===== src/supply_guard_consts.svh =====
// supply_guard_consts.svh: offsets, field positions, reset values and codes
// assumes: included by the supply guard module and by its testbench
`ifndef SUPPLY_GUARD_CONSTS_SVH
`define SUPPLY_GUARD_CONSTS_SVH

// register indices (byte address = 4 * index)
`define IDX_SYS_CTRL       10'h0ff
`define IDX_OSC_CTRL       10'h1e0
`define IDX_VDET_CTRL      10'h1e3
`define IDX_VCMP_STAT      10'h1e4
`define IDX_DUTY_TRIM      10'h1eb
`define IDX_CPU_FLAGS      10'h0f7
`define IDX_IRQ_STATUS     10'h0d0
`define IDX_IRQ_MASK       10'h0d1
`define IDX_EXT_LIMIT      10'h0ff

// system_control_status fields
`define SCS_IRQSTATE_BIT   7
`define SCS_WDOG_BIT       5
`define SCS_POR_BIT        4
`define SCS_SLEEP_BIT      3
`define SCS_STOP_BIT       0
`define SCS_RESET          8'h10
`define POR_FLAG_RESET     1'b1

// oscillator_control fields
`define OSC_NOBUZZ_BIT     5
`define OSC_TIMER_LSB      3
`define OSC_SPEED_LSB      0

// voltage_detect_control fields
`define VDC_TRIP_LSB       4
`define VDC_THRESH_LSB     0

// voltage_compare_status fields
`define VCS_MONITOR_BIT    1
`define VCS_RESETCMP_BIT   0

// sleep_duty_trim fields
`define DUTY_LSB           6

// cpu flags field
`define FLAGS_EXT_BIT      4
`define FLAGS_GIE_BIT      0

// codes
`define TRIP_DEFAULT       2'h0
`define TRIP_HIGH          2'h2
`define THRESH_TOP_LOW     3'h6
`define SPEED_12M_MAX      3'h3
`define REG_ZERO           8'h00

// interrupt status bits
`define IRQ_LOW_VOLT_BIT   0
`define IRQ_SPEED_BIT      1

`endif


===== src/supply_guard_pkg.sv =====
// supply_guard_pkg.sv: types for the supply guard and speed control block
// assumes: constants come from supply_guard_consts.svh
package supply_guard_pkg;

  // block state, registered as one word
  typedef struct packed {
    logic            ack;
    logic [7:0]      rdat;
    logic            ext_sel;
    logic            gie;
    logic            wdog;
    logic            por_flag;
    logic            sleep;
    logic            stop;
    logic            no_buzz;
    logic [1:0]      sleep_timer;
    logic [2:0]      speed;
    logic [1:0]      trip;
    logic [2:0]      thresh;
    logic [1:0]      duty;
    logic [1:0][2:0] sync;
    logic [1:0]      stable;
    logic [1:0]      irq_stat;
    logic [1:0]      irq_mask;
  } state_t;

  // supply settings presented to the analog side
  typedef struct packed {
    logic [2:0] monitor_threshold_select;
    logic [1:0] reset_trip_level;
    logic [2:0] cpu_speed;
    logic [1:0] sleep_timer;
    logic       no_buzz;
    logic [1:0] sleep_duty;
    logic       sleep;
    logic       stop;
  } supply_cfg_t;

endpackage


===== src/supply_guard_speed_control.sv =====
// supply_guard_speed_control.sv: voltage monitor, reset trip level and cpu speed registers
// assumes: classic wishbone master on clk_i, analog comparators drive async levels
//
// What this block does
// RQ1 - extended registers need extended space select set
// RQ2 - trip field code 10b selects high level
// RQ3 - software raises trip level before fast speed
// RQ4 - trip defaults low; comparator reasserts reset
// RQ5 - 3-bit monitor threshold, eight trip points
// RQ6 - comparator status in bit 1, read-only
// RQ7 - software polls, debounces, raises level, speeds up
// RQ8 - low voltage monitor raises maskable interrupt
// RQ9 - after fallback software restores level then speed
// RQ10 - comparators synchronised before status or interrupt
//
// Chosen here: the Wishbone register port.
`timescale 1ns/1ps
`include "supply_guard_consts.svh"

module supply_guard_speed_control
  import supply_guard_pkg::*;
(
  input  wire logic        clk_i,              // cpu clock, 100 mhz
  input  wire logic        rst_i,              // synchronous reset, active high
  input  wire logic        ce_i,               // clock enable, freezes state when low
  input  wire logic [11:0] adr_i,              // wishbone byte address
  input  wire logic [31:0] dat_i,              // wishbone write data
  output logic      [31:0] dat_o,              // wishbone read data
  input  wire logic [3:0]  sel_i,              // wishbone byte selects
  input  wire logic        we_i,               // wishbone write enable
  input  wire logic        cyc_i,              // wishbone cycle
  input  wire logic        stb_i,              // wishbone strobe
  output logic             ack_o,              // wishbone acknowledge
  input  wire logic        monitor_comp_i,     // async monitor comparator, high below trip
  input  wire logic        reset_comp_i,       // async reset comparator, high below level
  input  wire logic        watchdog_reset_i,   // pulse: last reset came from the watchdog
  output supply_cfg_t      cfg_o,              // settings for oscillator and analog side
  output logic             reset_request_o,    // asks the reset generator for reset
  output logic             irq_o               // level interrupt
);

  // all state lives in one registered word; n is its next value.
  // the comparator inputs come straight from analog parts and may
  // change at any time, so they pass a three-stage chain and are only
  // believed once the last two stages agree; a glitch shorter than a
  // clock never reaches the status bit or the interrupt.
  // the device never blocks a fast speed write: software owns the
  // order of trip level and speed, and a wrong order only raises the
  // speed event so that firmware faults are visible.
  state_t q;
  state_t n;

  // register index from a byte address, shared by read and write paths
  function automatic logic [9:0] reg_index(input logic [11:0] adr);
    reg_index = adr[11:2];
  endfunction

  // speed codes above the 12 mhz code count as fast
  function automatic logic is_fast(input logic [2:0] speed);
    is_fast = (speed > `SPEED_12M_MAX);
  endfunction

  // mapped register test, extended space gated by the select bit
  function automatic logic is_mapped(input logic [9:0] idx, input logic ext);
    logic hit;
    hit = (idx == `IDX_SYS_CTRL) || (idx == `IDX_CPU_FLAGS) || (idx == `IDX_IRQ_STATUS) ||
          (idx == `IDX_IRQ_MASK) || (idx == `IDX_OSC_CTRL) || (idx == `IDX_VDET_CTRL) ||
          (idx == `IDX_VCMP_STAT) || (idx == `IDX_DUTY_TRIM);
    // RQ1 extended space gate
    is_mapped = hit && ((idx <= `IDX_EXT_LIMIT) || ext);
  endfunction

  logic [9:0] idx;
  logic       req;
  logic       wr_commit;
  logic       mapped;
  logic [1:0] evt;
  logic [1:0] async_in;

  assign idx      = reg_index(adr_i);
  assign req      = cyc_i && stb_i;
  assign mapped   = is_mapped(idx, q.ext_sel);
  assign async_in = {reset_comp_i, monitor_comp_i};
  // write lands at the edge where the master sees ack
  assign wr_commit = req && q.ack && we_i && sel_i[0] && mapped;

  // next state
  always_comb begin
    n = q;
    evt = 2'h0;
    // single-cycle ack, dropped the cycle after it is given
    n.ack = req && !q.ack;
    // read data captured with the ack
    if (req && !q.ack) begin
      n.rdat = `REG_ZERO;
      if (mapped) begin
        case (idx)
          `IDX_SYS_CTRL: begin
            n.rdat[`SCS_IRQSTATE_BIT] = q.gie;
            n.rdat[`SCS_WDOG_BIT]  = q.wdog;
            n.rdat[`SCS_POR_BIT]   = q.por_flag;
            n.rdat[`SCS_SLEEP_BIT] = q.sleep;
            n.rdat[`SCS_STOP_BIT]  = q.stop;
          end
          `IDX_CPU_FLAGS: begin
            n.rdat[`FLAGS_EXT_BIT] = q.ext_sel;
            n.rdat[`FLAGS_GIE_BIT] = q.gie;
          end
          `IDX_OSC_CTRL: begin
            n.rdat[`OSC_NOBUZZ_BIT]                 = q.no_buzz;
            n.rdat[`OSC_TIMER_LSB +: 2]             = q.sleep_timer;
            n.rdat[`OSC_SPEED_LSB +: 3]             = q.speed;
          end
          `IDX_VDET_CTRL: begin
            n.rdat[`VDC_TRIP_LSB +: 2] = q.trip;
            n.rdat[`VDC_THRESH_LSB +: 3] = q.thresh;
          end
          // RQ6 comparator status, read-only
          `IDX_VCMP_STAT: begin
            n.rdat[`VCS_MONITOR_BIT]  = q.stable[0];
            n.rdat[`VCS_RESETCMP_BIT] = q.stable[1];
          end
          `IDX_DUTY_TRIM: n.rdat[`DUTY_LSB +: 2] = q.duty;
          `IDX_IRQ_STATUS: n.rdat[1:0] = q.irq_stat;
          `IDX_IRQ_MASK: n.rdat[1:0] = q.irq_mask;
          default: n.rdat = `REG_ZERO;
        endcase
      end
    end
    // register writes
    if (wr_commit) begin
      case (idx)
        `IDX_SYS_CTRL: begin
          // flags clear on writing one
          if (dat_i[`SCS_WDOG_BIT]) n.wdog = 1'b0;
          if (dat_i[`SCS_POR_BIT]) n.por_flag = 1'b0;
          n.sleep = dat_i[`SCS_SLEEP_BIT];
          n.stop  = dat_i[`SCS_STOP_BIT];
        end
        `IDX_CPU_FLAGS: begin
          n.ext_sel = dat_i[`FLAGS_EXT_BIT];
          n.gie     = dat_i[`FLAGS_GIE_BIT];
        end
        `IDX_OSC_CTRL: begin
          n.no_buzz     = dat_i[`OSC_NOBUZZ_BIT];
          n.sleep_timer = dat_i[`OSC_TIMER_LSB +: 2];
          n.speed       = dat_i[`OSC_SPEED_LSB +: 3];
        end
        // RQ2 trip field, RQ5 monitor threshold
        `IDX_VDET_CTRL: begin
          n.trip = dat_i[`VDC_TRIP_LSB +: 2];
          n.thresh = dat_i[`VDC_THRESH_LSB +: 3];
        end
        `IDX_DUTY_TRIM: n.duty = dat_i[`DUTY_LSB +: 2];
        `IDX_IRQ_STATUS: n.irq_stat = q.irq_stat & ~dat_i[1:0];
        `IDX_IRQ_MASK: n.irq_mask = dat_i[1:0];
        default: n.ext_sel = q.ext_sel;
      endcase
    end
    // RQ10 three-stage synchronisers, accepted once stages two and three agree
    for (int k = 0; k < 2; k++) begin
      n.sync[k][0] = async_in[k];
      n.sync[k][1] = q.sync[k][0];
      n.sync[k][2] = q.sync[k][1];
      if (q.sync[k][1] == q.sync[k][2]) n.stable[k] = q.sync[k][2];
    end
    // RQ8 low voltage event on the synchronised comparator rising
    evt[`IRQ_LOW_VOLT_BIT] = n.stable[0] && !q.stable[0];
    // RQ2 event when fast speed runs without the high trip level
    evt[`IRQ_SPEED_BIT] = (is_fast(n.speed) && (n.trip != `TRIP_HIGH)) &&
                          !(is_fast(q.speed) && (q.trip != `TRIP_HIGH));
    // set wins over a clear in the same cycle
    n.irq_stat = n.irq_stat | evt;
    if (watchdog_reset_i) n.wdog = 1'b1;
  end

  // state register with clock enable
  always_ff @(posedge clk_i) begin
    if (rst_i) begin
      q          <= '0;
      // RQ4 low default trip after reset
      q.trip     <= `TRIP_DEFAULT;
      q.por_flag <= `POR_FLAG_RESET;
    end else if (ce_i) begin
      q <= n;
    end
  end

  // outputs
  assign ack_o = q.ack;
  assign dat_o = {24'h000000, q.rdat};
  assign cfg_o = '{monitor_threshold_select: q.thresh, reset_trip_level: q.trip, cpu_speed: q.speed,
                   sleep_timer: q.sleep_timer, no_buzz: q.no_buzz, sleep_duty: q.duty,
                   sleep: q.sleep, stop: q.stop};
  // RQ4 reset follows the synchronised reset comparator
  assign reset_request_o = q.stable[1];
  // RQ8 interrupt while an unmasked status bit is set
  assign irq_o = |(q.irq_stat & q.irq_mask);

  logic ext_write_blocked;
  assign ext_write_blocked = ce_i && req && q.ack && we_i && sel_i[0] &&
                             (idx == `IDX_VDET_CTRL) && !q.ext_sel;

  // read of an extended register while the space select is clear
  logic ext_read_blocked;
  assign ext_read_blocked = ce_i && req && !q.ack && !we_i &&
                            (idx == `IDX_VDET_CTRL) && !q.ext_sel;
endmodule


===== config.mk =====
export PLATFORM = sky130hd
export DESIGN_NAME = supply_guard_speed_control
export DESIGN_NICKNAME = d
export VERILOG_FILES = /design/src/supply_guard_pkg.sv /design/src/supply_guard_speed_control.sv
export VERILOG_INCLUDE_DIRS = /design/src
export SDC_FILE = /design/constraint.sdc
export NUM_CORES = 1
export LEC_CHECK = 0
export BUFFER_PORTS_ARGS = -buffer_cell sky130_fd_sc_hd__buf_2
export CORE_UTILIZATION = 47
export CTS_CLUSTER_DIAMETER = 150
export DETAILED_ROUTE_END_ITERATION = 16
export PLACE_DENSITY = 0.8
export RECOVER_POWER = 25
export SKIP_CTS_REPAIR_TIMING = 1
export SLEW_MARGIN = 20
export SYNTH_ARGS = -nofsm -noshare
export SYNTH_HDL_FRONTEND = slang
export SYNTH_SLANG_ARGS = --single-unit

===== constraint.sdc =====
create_clock -name clk_i -period 1.9 [get_ports clk_i]
set_clock_uncertainty 0.05 [all_clocks]
set_input_delay 0.285 -clock clk_i [delete_from_list [all_inputs] [get_ports clk_i]]
set_output_delay 0.285 -clock clk_i [all_outputs]
set_load 0.02 [all_outputs]

* Word level (Yosys, flattened, before mapping)
Cells that the tools add are included.
** Word-level totals
- Register bits :: 40
- Logic and storage cells :: 96
- Output and inout bits :: 50
- Bits of input ports :: 57
** Cells by class
- Reductions and logical operators :: 36
- Mux-type cells :: 21
- Bitwise gates (word level) :: 4
- Eq/ne operators :: 12
- $lt $le $gt $ge :: 3
** Operator list (number)
- $eq 10x8->1 const B :: 4
- $eq 10x9->1 const B :: 4
- $reduce_and 3->1 :: 6
- $mux 17 :: 1
- $logic_and 1x1->1 :: 11
- $le 10x8->1 const B :: 1
- $logic_or 1x1->1 :: 8
- $mux 4 :: 2
- $mux 8 :: 1
- $reduce_and 4->1 :: 2
- $pmux 1 s7 :: 1
- $gt 3x2->1 const B :: 2
- $mux 2 :: 3
- $mux 6 :: 1
- $pmux 1 s2 :: 3
- $reduce_bool 2->1 :: 3
- $mux 1 :: 5
- $mux 5 :: 1
- $pmux 1 s5 :: 1
- $and 2x2->2 :: 2
- $ne 2x2->1 const B :: 2
- $pmux 1 s4 :: 1
- $reduce_and 2->1 :: 2
- $logic_not 1->1 :: 3
- 5 further kinds :: 6

* Logic depth before layout (Yosys ltp)
Gate-level depths: netlist of run 1.
- Word-level depth :: 15
- Depth in mapped cells :: 7
- Gate-level depth less buffers :: 5

* Worst setup path before layout of run 1
No wires, ideal clock.
- Path kind :: flip-flop to flip-flop
- Start point :: register q, in the netlist ack_o
- End point :: register q[29] (netlist name)
- Setup time :: 0.128 ns
- Required time :: 1.722 ns
- Setup slack :: 0.188 ns
- Buffers on the path :: 0
- Period minus slack after synthesis :: 1.712 ns
- Arrival :: 1.535 ns
- Cell stages (with the launch flop) :: 6
- Cells stage by stage :: dfxtp_1 -> nand3_1 -> or4_4 -> nor3_4 -> mux2i_1 -> nor2_1
** On the way
- Cells in the longest elaborated chain, start to end :: 5
** Ends and longest elaborated chain
- start, declared :: line supply_guard_speed_control.sv:50 : state_t q;
- start signal, assigned :: line supply_guard_speed_control.sv:185 : q <= n;
- $logic_and 1x1->1 (4 in a row) :: line supply_guard_speed_control.sv:85 : assign wr_commit = req && q.ack && we_i && sel_i[0] && mapped;
- $reduce_and 3->1 (no line)
Every way passes these cells.
A chain may end at the register's enable or synchronous reset.

* Worst setup path after layout of run 1
- Start point :: register q[30] (netlist name)
- End point :: register q[1] (netlist name)
** On the way
- Cells in the longest elaborated chain, start to end :: 4
** Ends and longest elaborated chain
- $logic_or 1x1->1 :: line supply_guard_speed_control.sv:70 : is_mapped = hit && ((idx <= `IDX_EXT_LIMIT) || ext);
- $logic_and 1x1->1 :: line supply_guard_speed_control.sv:70
- $logic_and 1x1->1 :: line supply_guard_speed_control.sv:85
- $reduce_and 3->1 (no line)
Every way passes these cells.

==> qor.yml, run 1 <==
startpoint_type: "flip-flop"
seq_area_frac_synth_pct: 33.84
path_buf_inv: 2
setup_violations: 0
layout_commonest_cell: "buf_2"
end_kind: "flip-flop"
path_delay_family: "simple AND/OR/NAND/NOR gates"
cts_tree: "yes"
routed_wl_mm: 5.168
most-common-layout-cells: "buf_2, dfxtp_1, nor2_1"
areaGrowthSynthToFinish_pct: 9.836
finalCriticalPeriod_ps: 1778
cp_max_fo: 5
synth-seq-cells: 40
placed_cells: 363
ant_nets: 0
clock_latency_ps: 300
grt_max_degree: 23
cp.arrival_ps: 1910
rsz0062_at_grt: "no"
hold_path.class: "input pin to flip-flop"
yosys_warnings: 0
r2r_end: "q[1]"
pwr-share-seq_pct: 53.7
leakagePower_nw: 1.153
hp-start: "monitor_comp_i"
fill_cells: 464
maxCapViolCount: 0
reg2reg_depth: 7
reg2reg_from: "q[30]"
synth_cell_types: 48
io_buffers: 53
p_int_mw: 1.158
tns_ps: 0
postSynthAreaPerCell_sq_um: 9.135
crit_path_frequent_cell: "buf_4"
cts_buffer_depth: 2
die_w_microns: 72.95
clkPwrFrac_pct: 34.0
timing.final.crit_share_pct: 93.59
grt_pass1_vias: 1779
vias: 1921
grt_pass1_wl_mm: 8.418
fp-row-count: 25
start_util_pct: 49.44
final_nets: 360
grt_antenna_before_repair: 0
worst-setup-path-type: "flip-flop to flip-flop"
status: "finished clean"
drt_drc_violations_left: 0
place_hpwl_mm: 3.971
swShare_pct: 27.24
comb_power_share_pct: 12.3
syn-instance-count: 259
gp_congestion: 0.9479
netlist_area_sq_um: 2366
hold_violations: 0
crit_chain: "o21ba_2 > nor4_4 > buf_4 > buf_4 > nand3_2 > mux2i_1 > nor2_1"
wl_per_cell_microns: 13.97
slowest_delay_ps: 400
fp.dieArea_sq_um: 5322
drv_slew: 0
cts_buffers: 5
path_clk_slew_ps: 70
drive_gt1_share_pct: 30.69
stdcell_count: 370
cts_root_buf: "clkbuf_8"
critPathRequiredTime_ps: 2040
fin_util_pct: 54.30
ios: 107
cts_max_level: 2
diodes: 0
first_pass_iters: 4
coreArea_sq_um: 4786
crit_slowest_cell: "nor4_4"
grt_overflow: 0
viasPerCell: 5.192
reg2reg_slack_ps: 120
whs_endpoint: "n[7]"
clock-sinks: 40
power_density_nw_per_um2: 612.3
dr.first_iter.drc_count: 75
hold_depth: 3
vdd_ir_drop_max_uv: 430.0
max_freq_ghz: 0.5623
switching_power_mw: 0.4335
die_y_microns: 72.95
holdWs_ps: 175.2
grt_usage_pct: 21.11
synthesized netlist by cell type (all sizes together):
cell	count	area, sq um
inv	3	11.26
nand4b	3	26.28
or3	1	6.260
o2bb2ai	1	8.760
dfxtp	40	800.8
o21ai	6	33.78
nand2	16	60.06
nand4	2	12.51
o21ba	1	10.01
a2bb2oi	3	26.28
a32oi	3	26.28
a21oi	8	40.04
a21o	4	30.03
nor2	30	115.1
and2	4	25.02
o211ai	1	7.510
a211oi	3	27.52
o31ai	2	15.01
mux2	3	33.78
a31o	1	8.760
mux2i	25	250.2
clkbuf	3	11.26
a22oi	4	30.03
a41o	2	20.02
conb	1	3.750
nand3	8	40.04
or4	3	33.78
nor4	5	73.82
or2	1	8.760
nand3b	3	35.03
nand2b	2	12.51
nor3	5	52.55
buf	54	406.6
a22o	5	43.79
and3	3	18.77
routing by layer:
layer,up-vias,wire (microns),part of all wire (%),global-route usage [%]
met2,56,2517,49,35.62
met3,7,246,4.8,3.591
met4,0,93,1.8,9.150
met5,-,0,0,0
met1,918,2310,45,26.50
li1,940,-,-,-
sequential cells by signal (all words and copies together) (netlist names), named ones only:
| signal | count |
|---|---|
| cfg_o | 13 |
| ack_o | 1 |
| dat_o | 8 |
| reset_request_o | 1 |
| q | 11 |
| n | 4 |
power by group through the flow:
| stage | combinational (mW) | sequential [mW] | clock [mW] |
|---|---|---|---|
| floorplan | 0.162 | 0.873 | 0 |
| global placement | 0.189 | 0.874 | 0 |
| detailed placement | 0.192 | 0.874 | 0 |
| CTS | 0.193 | 0.855 | 0.547 |
| global route | 0.211 | 0.856 | 0.593 |
| finish | 0.195 | 0.855 | 0.541 |
worst min-delay path, cell delays in order:
cell and delay [ps]:
buf_2 70, mux2i_1 50, nor2_1 70
final cells by class:
cell class	count	area, sq um	area share (%)
Clock buffer	6	72.57	2.792
Clock inverter	1	5.005	0.1926
Tap cell	67	83.83	3.226
Multi-Input combinational cell	182	1234	47.47
Inverter	3	11.26	0.4333
Sequential cell	40	800.8	30.81
Timing Repair Buffer	71	391.6	15.07
per-stage QoR:
step / setup slack, ps / power (mW) / cell area, sq um
floorplan: 187.6 / 1.035 / 2452
global placement: 38.82 / 1.063 / 2519
detailed placement: 20.41 / 1.066 / 2519
CTS: 112.6 / 1.594 / 2596
global route: 15.20 / 1.660 / 2599
finish: 121.7 / 1.591 / 2599
logic make-up after synthesis:
family	after synthesis	synth area share, %
and+or+nand+nor	86	22.00
buffers and inverters	60	18.14
AOI/OAI and AO/OA	44	13.86
DFF	40	33.84
muxes	28	12.00
other	1	0.1585
worst max path at each step:
stage          cells after the start  slack [ps]  startpoint  endpoint
2_1_floorplan                      5         190       ack_o     q[29]
3_3_place_gp                       6          40   adr_i[11]     q[30]
3_5_place_dp                       8          20   adr_i[11]      q[1]
4_1_cts                            7         110       q[30]      q[1]
5_1_grt                            6          20       q[30]      q[2]
6_report                           7         120       q[30]      q[1]
Power figures use the tool's default switching activity.
==> run 2: changes to the inputs <==
- clock period: 1.9 -> 1.8 ns (I/O delays scaled with it)
==> qor.yml, run 2 (same netlist as run 1, synthesis figures left out) <==
status: "finished clean"
grt_overflow: 0
hold_depth: 3
stdcell_count: 378
cts_root_buf: "clkbuf_8"
fin_util_pct: 55.82
clock_latency_ps: 300
largest_reg_flops: 13
final_cell_area_sq_um: 2671
place_area_sq_um: 2591
clock-sinks: 40
wl_met2_mm: 2.395
r2r_end: "q[1]"
coreArea_sq_um: 4786
reg2reg_depth: 7
hp-start: "monitor_comp_i"
grt_pass1_wl_mm: 8.238
path_delay_family: "simple AND/OR/NAND/NOR gates"
end_kind: "flip-flop"
path_buf_inv: 2
hold_path.class: "input pin to flip-flop"
placed_cells: 371
cp_max_fo: 5
cts_tree: "yes"
critPathRequiredTime_ps: 1940
regArea_sq_um: 802.0
wl_met1_mm: 2.288
wl_per_cell_microns: 13.37
reg2reg_slack_ps: 120
grt_usage_pct: 20.69
place_ws_ps: -37.69
fp-row-count: 25
power_density_nw_per_um2: 631.6
crit_slowest_cell: "nor4_4"
cp.arrival_ps: 1820
start_util_pct: 49.44
wl_met3_microns: 260
slew_headroom_pct: 53.25
first_pass_iters: 4
cts_buffer_depth: 2
fill_cells: 459
ios: 107
most-common-layout-cells: "buf_2, dfxtp_1, nor2_1"
fp.dieArea_sq_um: 5322
drive_gt1_share_pct: 32.15
leakagePower_nw: 1.198
dr.first_iter.drc_count: 83
drv_slew: 0
slowest_delay_ps: 380
cts_max_level: 2
path_clk_slew_ps: 70
layout_commonest_cell: "buf_2"
rsz0062_at_grt: "no"
crit_chain: "o21ba_4 > nor4_4 > buf_4 > buf_4 > nand3_2 > mux2i_1 > nor2_1"
io_buffers: 53
gp_congestion: 0.9085
grt_pass1_vias: 1795
worst-setup-path-type: "flip-flop to flip-flop"
routed_wl_mm: 5.053
setup_violations: 0
die_w_microns: 72.95
hold_violations: 0
max_freq_ghz: 0.5965
ant_nets: 0
crit_path_frequent_cell: "buf_4"
startpoint_type: "flip-flop"
timing.final.crit_share_pct: 93.14
multi_input_area_sq_um: 1237
crit_start: "q[30]"
top_layer: "met4"
areaGrowthSynthToFinish_pct: 12.90
worst_slew_pin_slew_ps: 701.2
drt_drc_violations_left: 0
cts_buffers: 5
diodes: 0
place_hpwl_mm: 4.041
die_y_microns: 72.95
layout_setup_ws_ps: 123.5
final_nets: 368
grt_max_degree: 17
reg2reg_from: "q[30]"
finalCriticalPeriod_ps: 1677
maxCapViolCount: 0
whs_endpoint: "n[7]"
vias: 1895
vdd_ir_drop_max_uv: 462.6
grt_antenna_before_repair: 0
viasPerCell: 5.013
run 2: cell count changes in the layout (fill, tap and decap cells not counted):
cell,previous run,this run
o21ba_4,0,1
dfxtp_2,0,1
clkbuf_1,8,10
and2_4,0,1
nor3_2,2,1
o21ba_2,1,0
buf_2,46,45
dfxtp_1,40,39
buf_4,18,24
buf_12,0,1
and2_1,3,2
nor3_1,1,2
run 2: area by class of cell:
cell class                      count  area share [%]
Tap cell                           67           3.138
Inverter                            3          0.4215
Clock buffer                        6           2.717
Clock inverter                      1          0.1874
Multi-Input combinational cell    182           46.32
Timing Repair Buffer               79           17.19
Sequential cell                    40           30.02
run 2: through the flow:
step	hold WS, ps	TNS (ps)	power [mW]
3_3_place_gp	386.8	-119.8	1.132
2_1_floorplan	363.9	0	1.093
4_1_cts	157.2	0	1.696
3_5_place_dp	391.8	-193.0	1.135
5_1_grt	167.9	0	1.750
6_report	157.8	0	1.687
run 2: how the worst max path moves through the flow:
stage                  to  slack, ps  depth (start not counted)
CTS                 q[29]         50                          5
global route         q[1]         10                          7
detailed placement  q[30]        -40                          6
floorplan           q[29]         90                          5
finish               q[1]        120                          7
global placement    q[30]        -40                          6
run 2: per-layer routing:
layer / vias to the layer above / GRT usage [%]
met5: - / 0
li1: 954 / -
met4: 0 / 8.279
met1: 872 / 24.96
met2: 60 / 35.31
met3: 9 / 5.110
run 2: worst reg2reg max path, stage by stage (launching register included):
cell,delay (ps)
dfxtp_2,340
o21ba_4,170
nor4_4,380
buf_4,180
buf_4,140
nand3_2,110
mux2i_1,160
nor2_1,50
run 2: power by group:
part / switching (mW) / total, mW / internal, mW
registers: 0.00776 / 0.902 / 0.894
logic: 0.142 / 0.215 / 0.0730
clock network: 0.307 / 0.570 / 0.263
total: 0.457 / 1.69 / 1.23
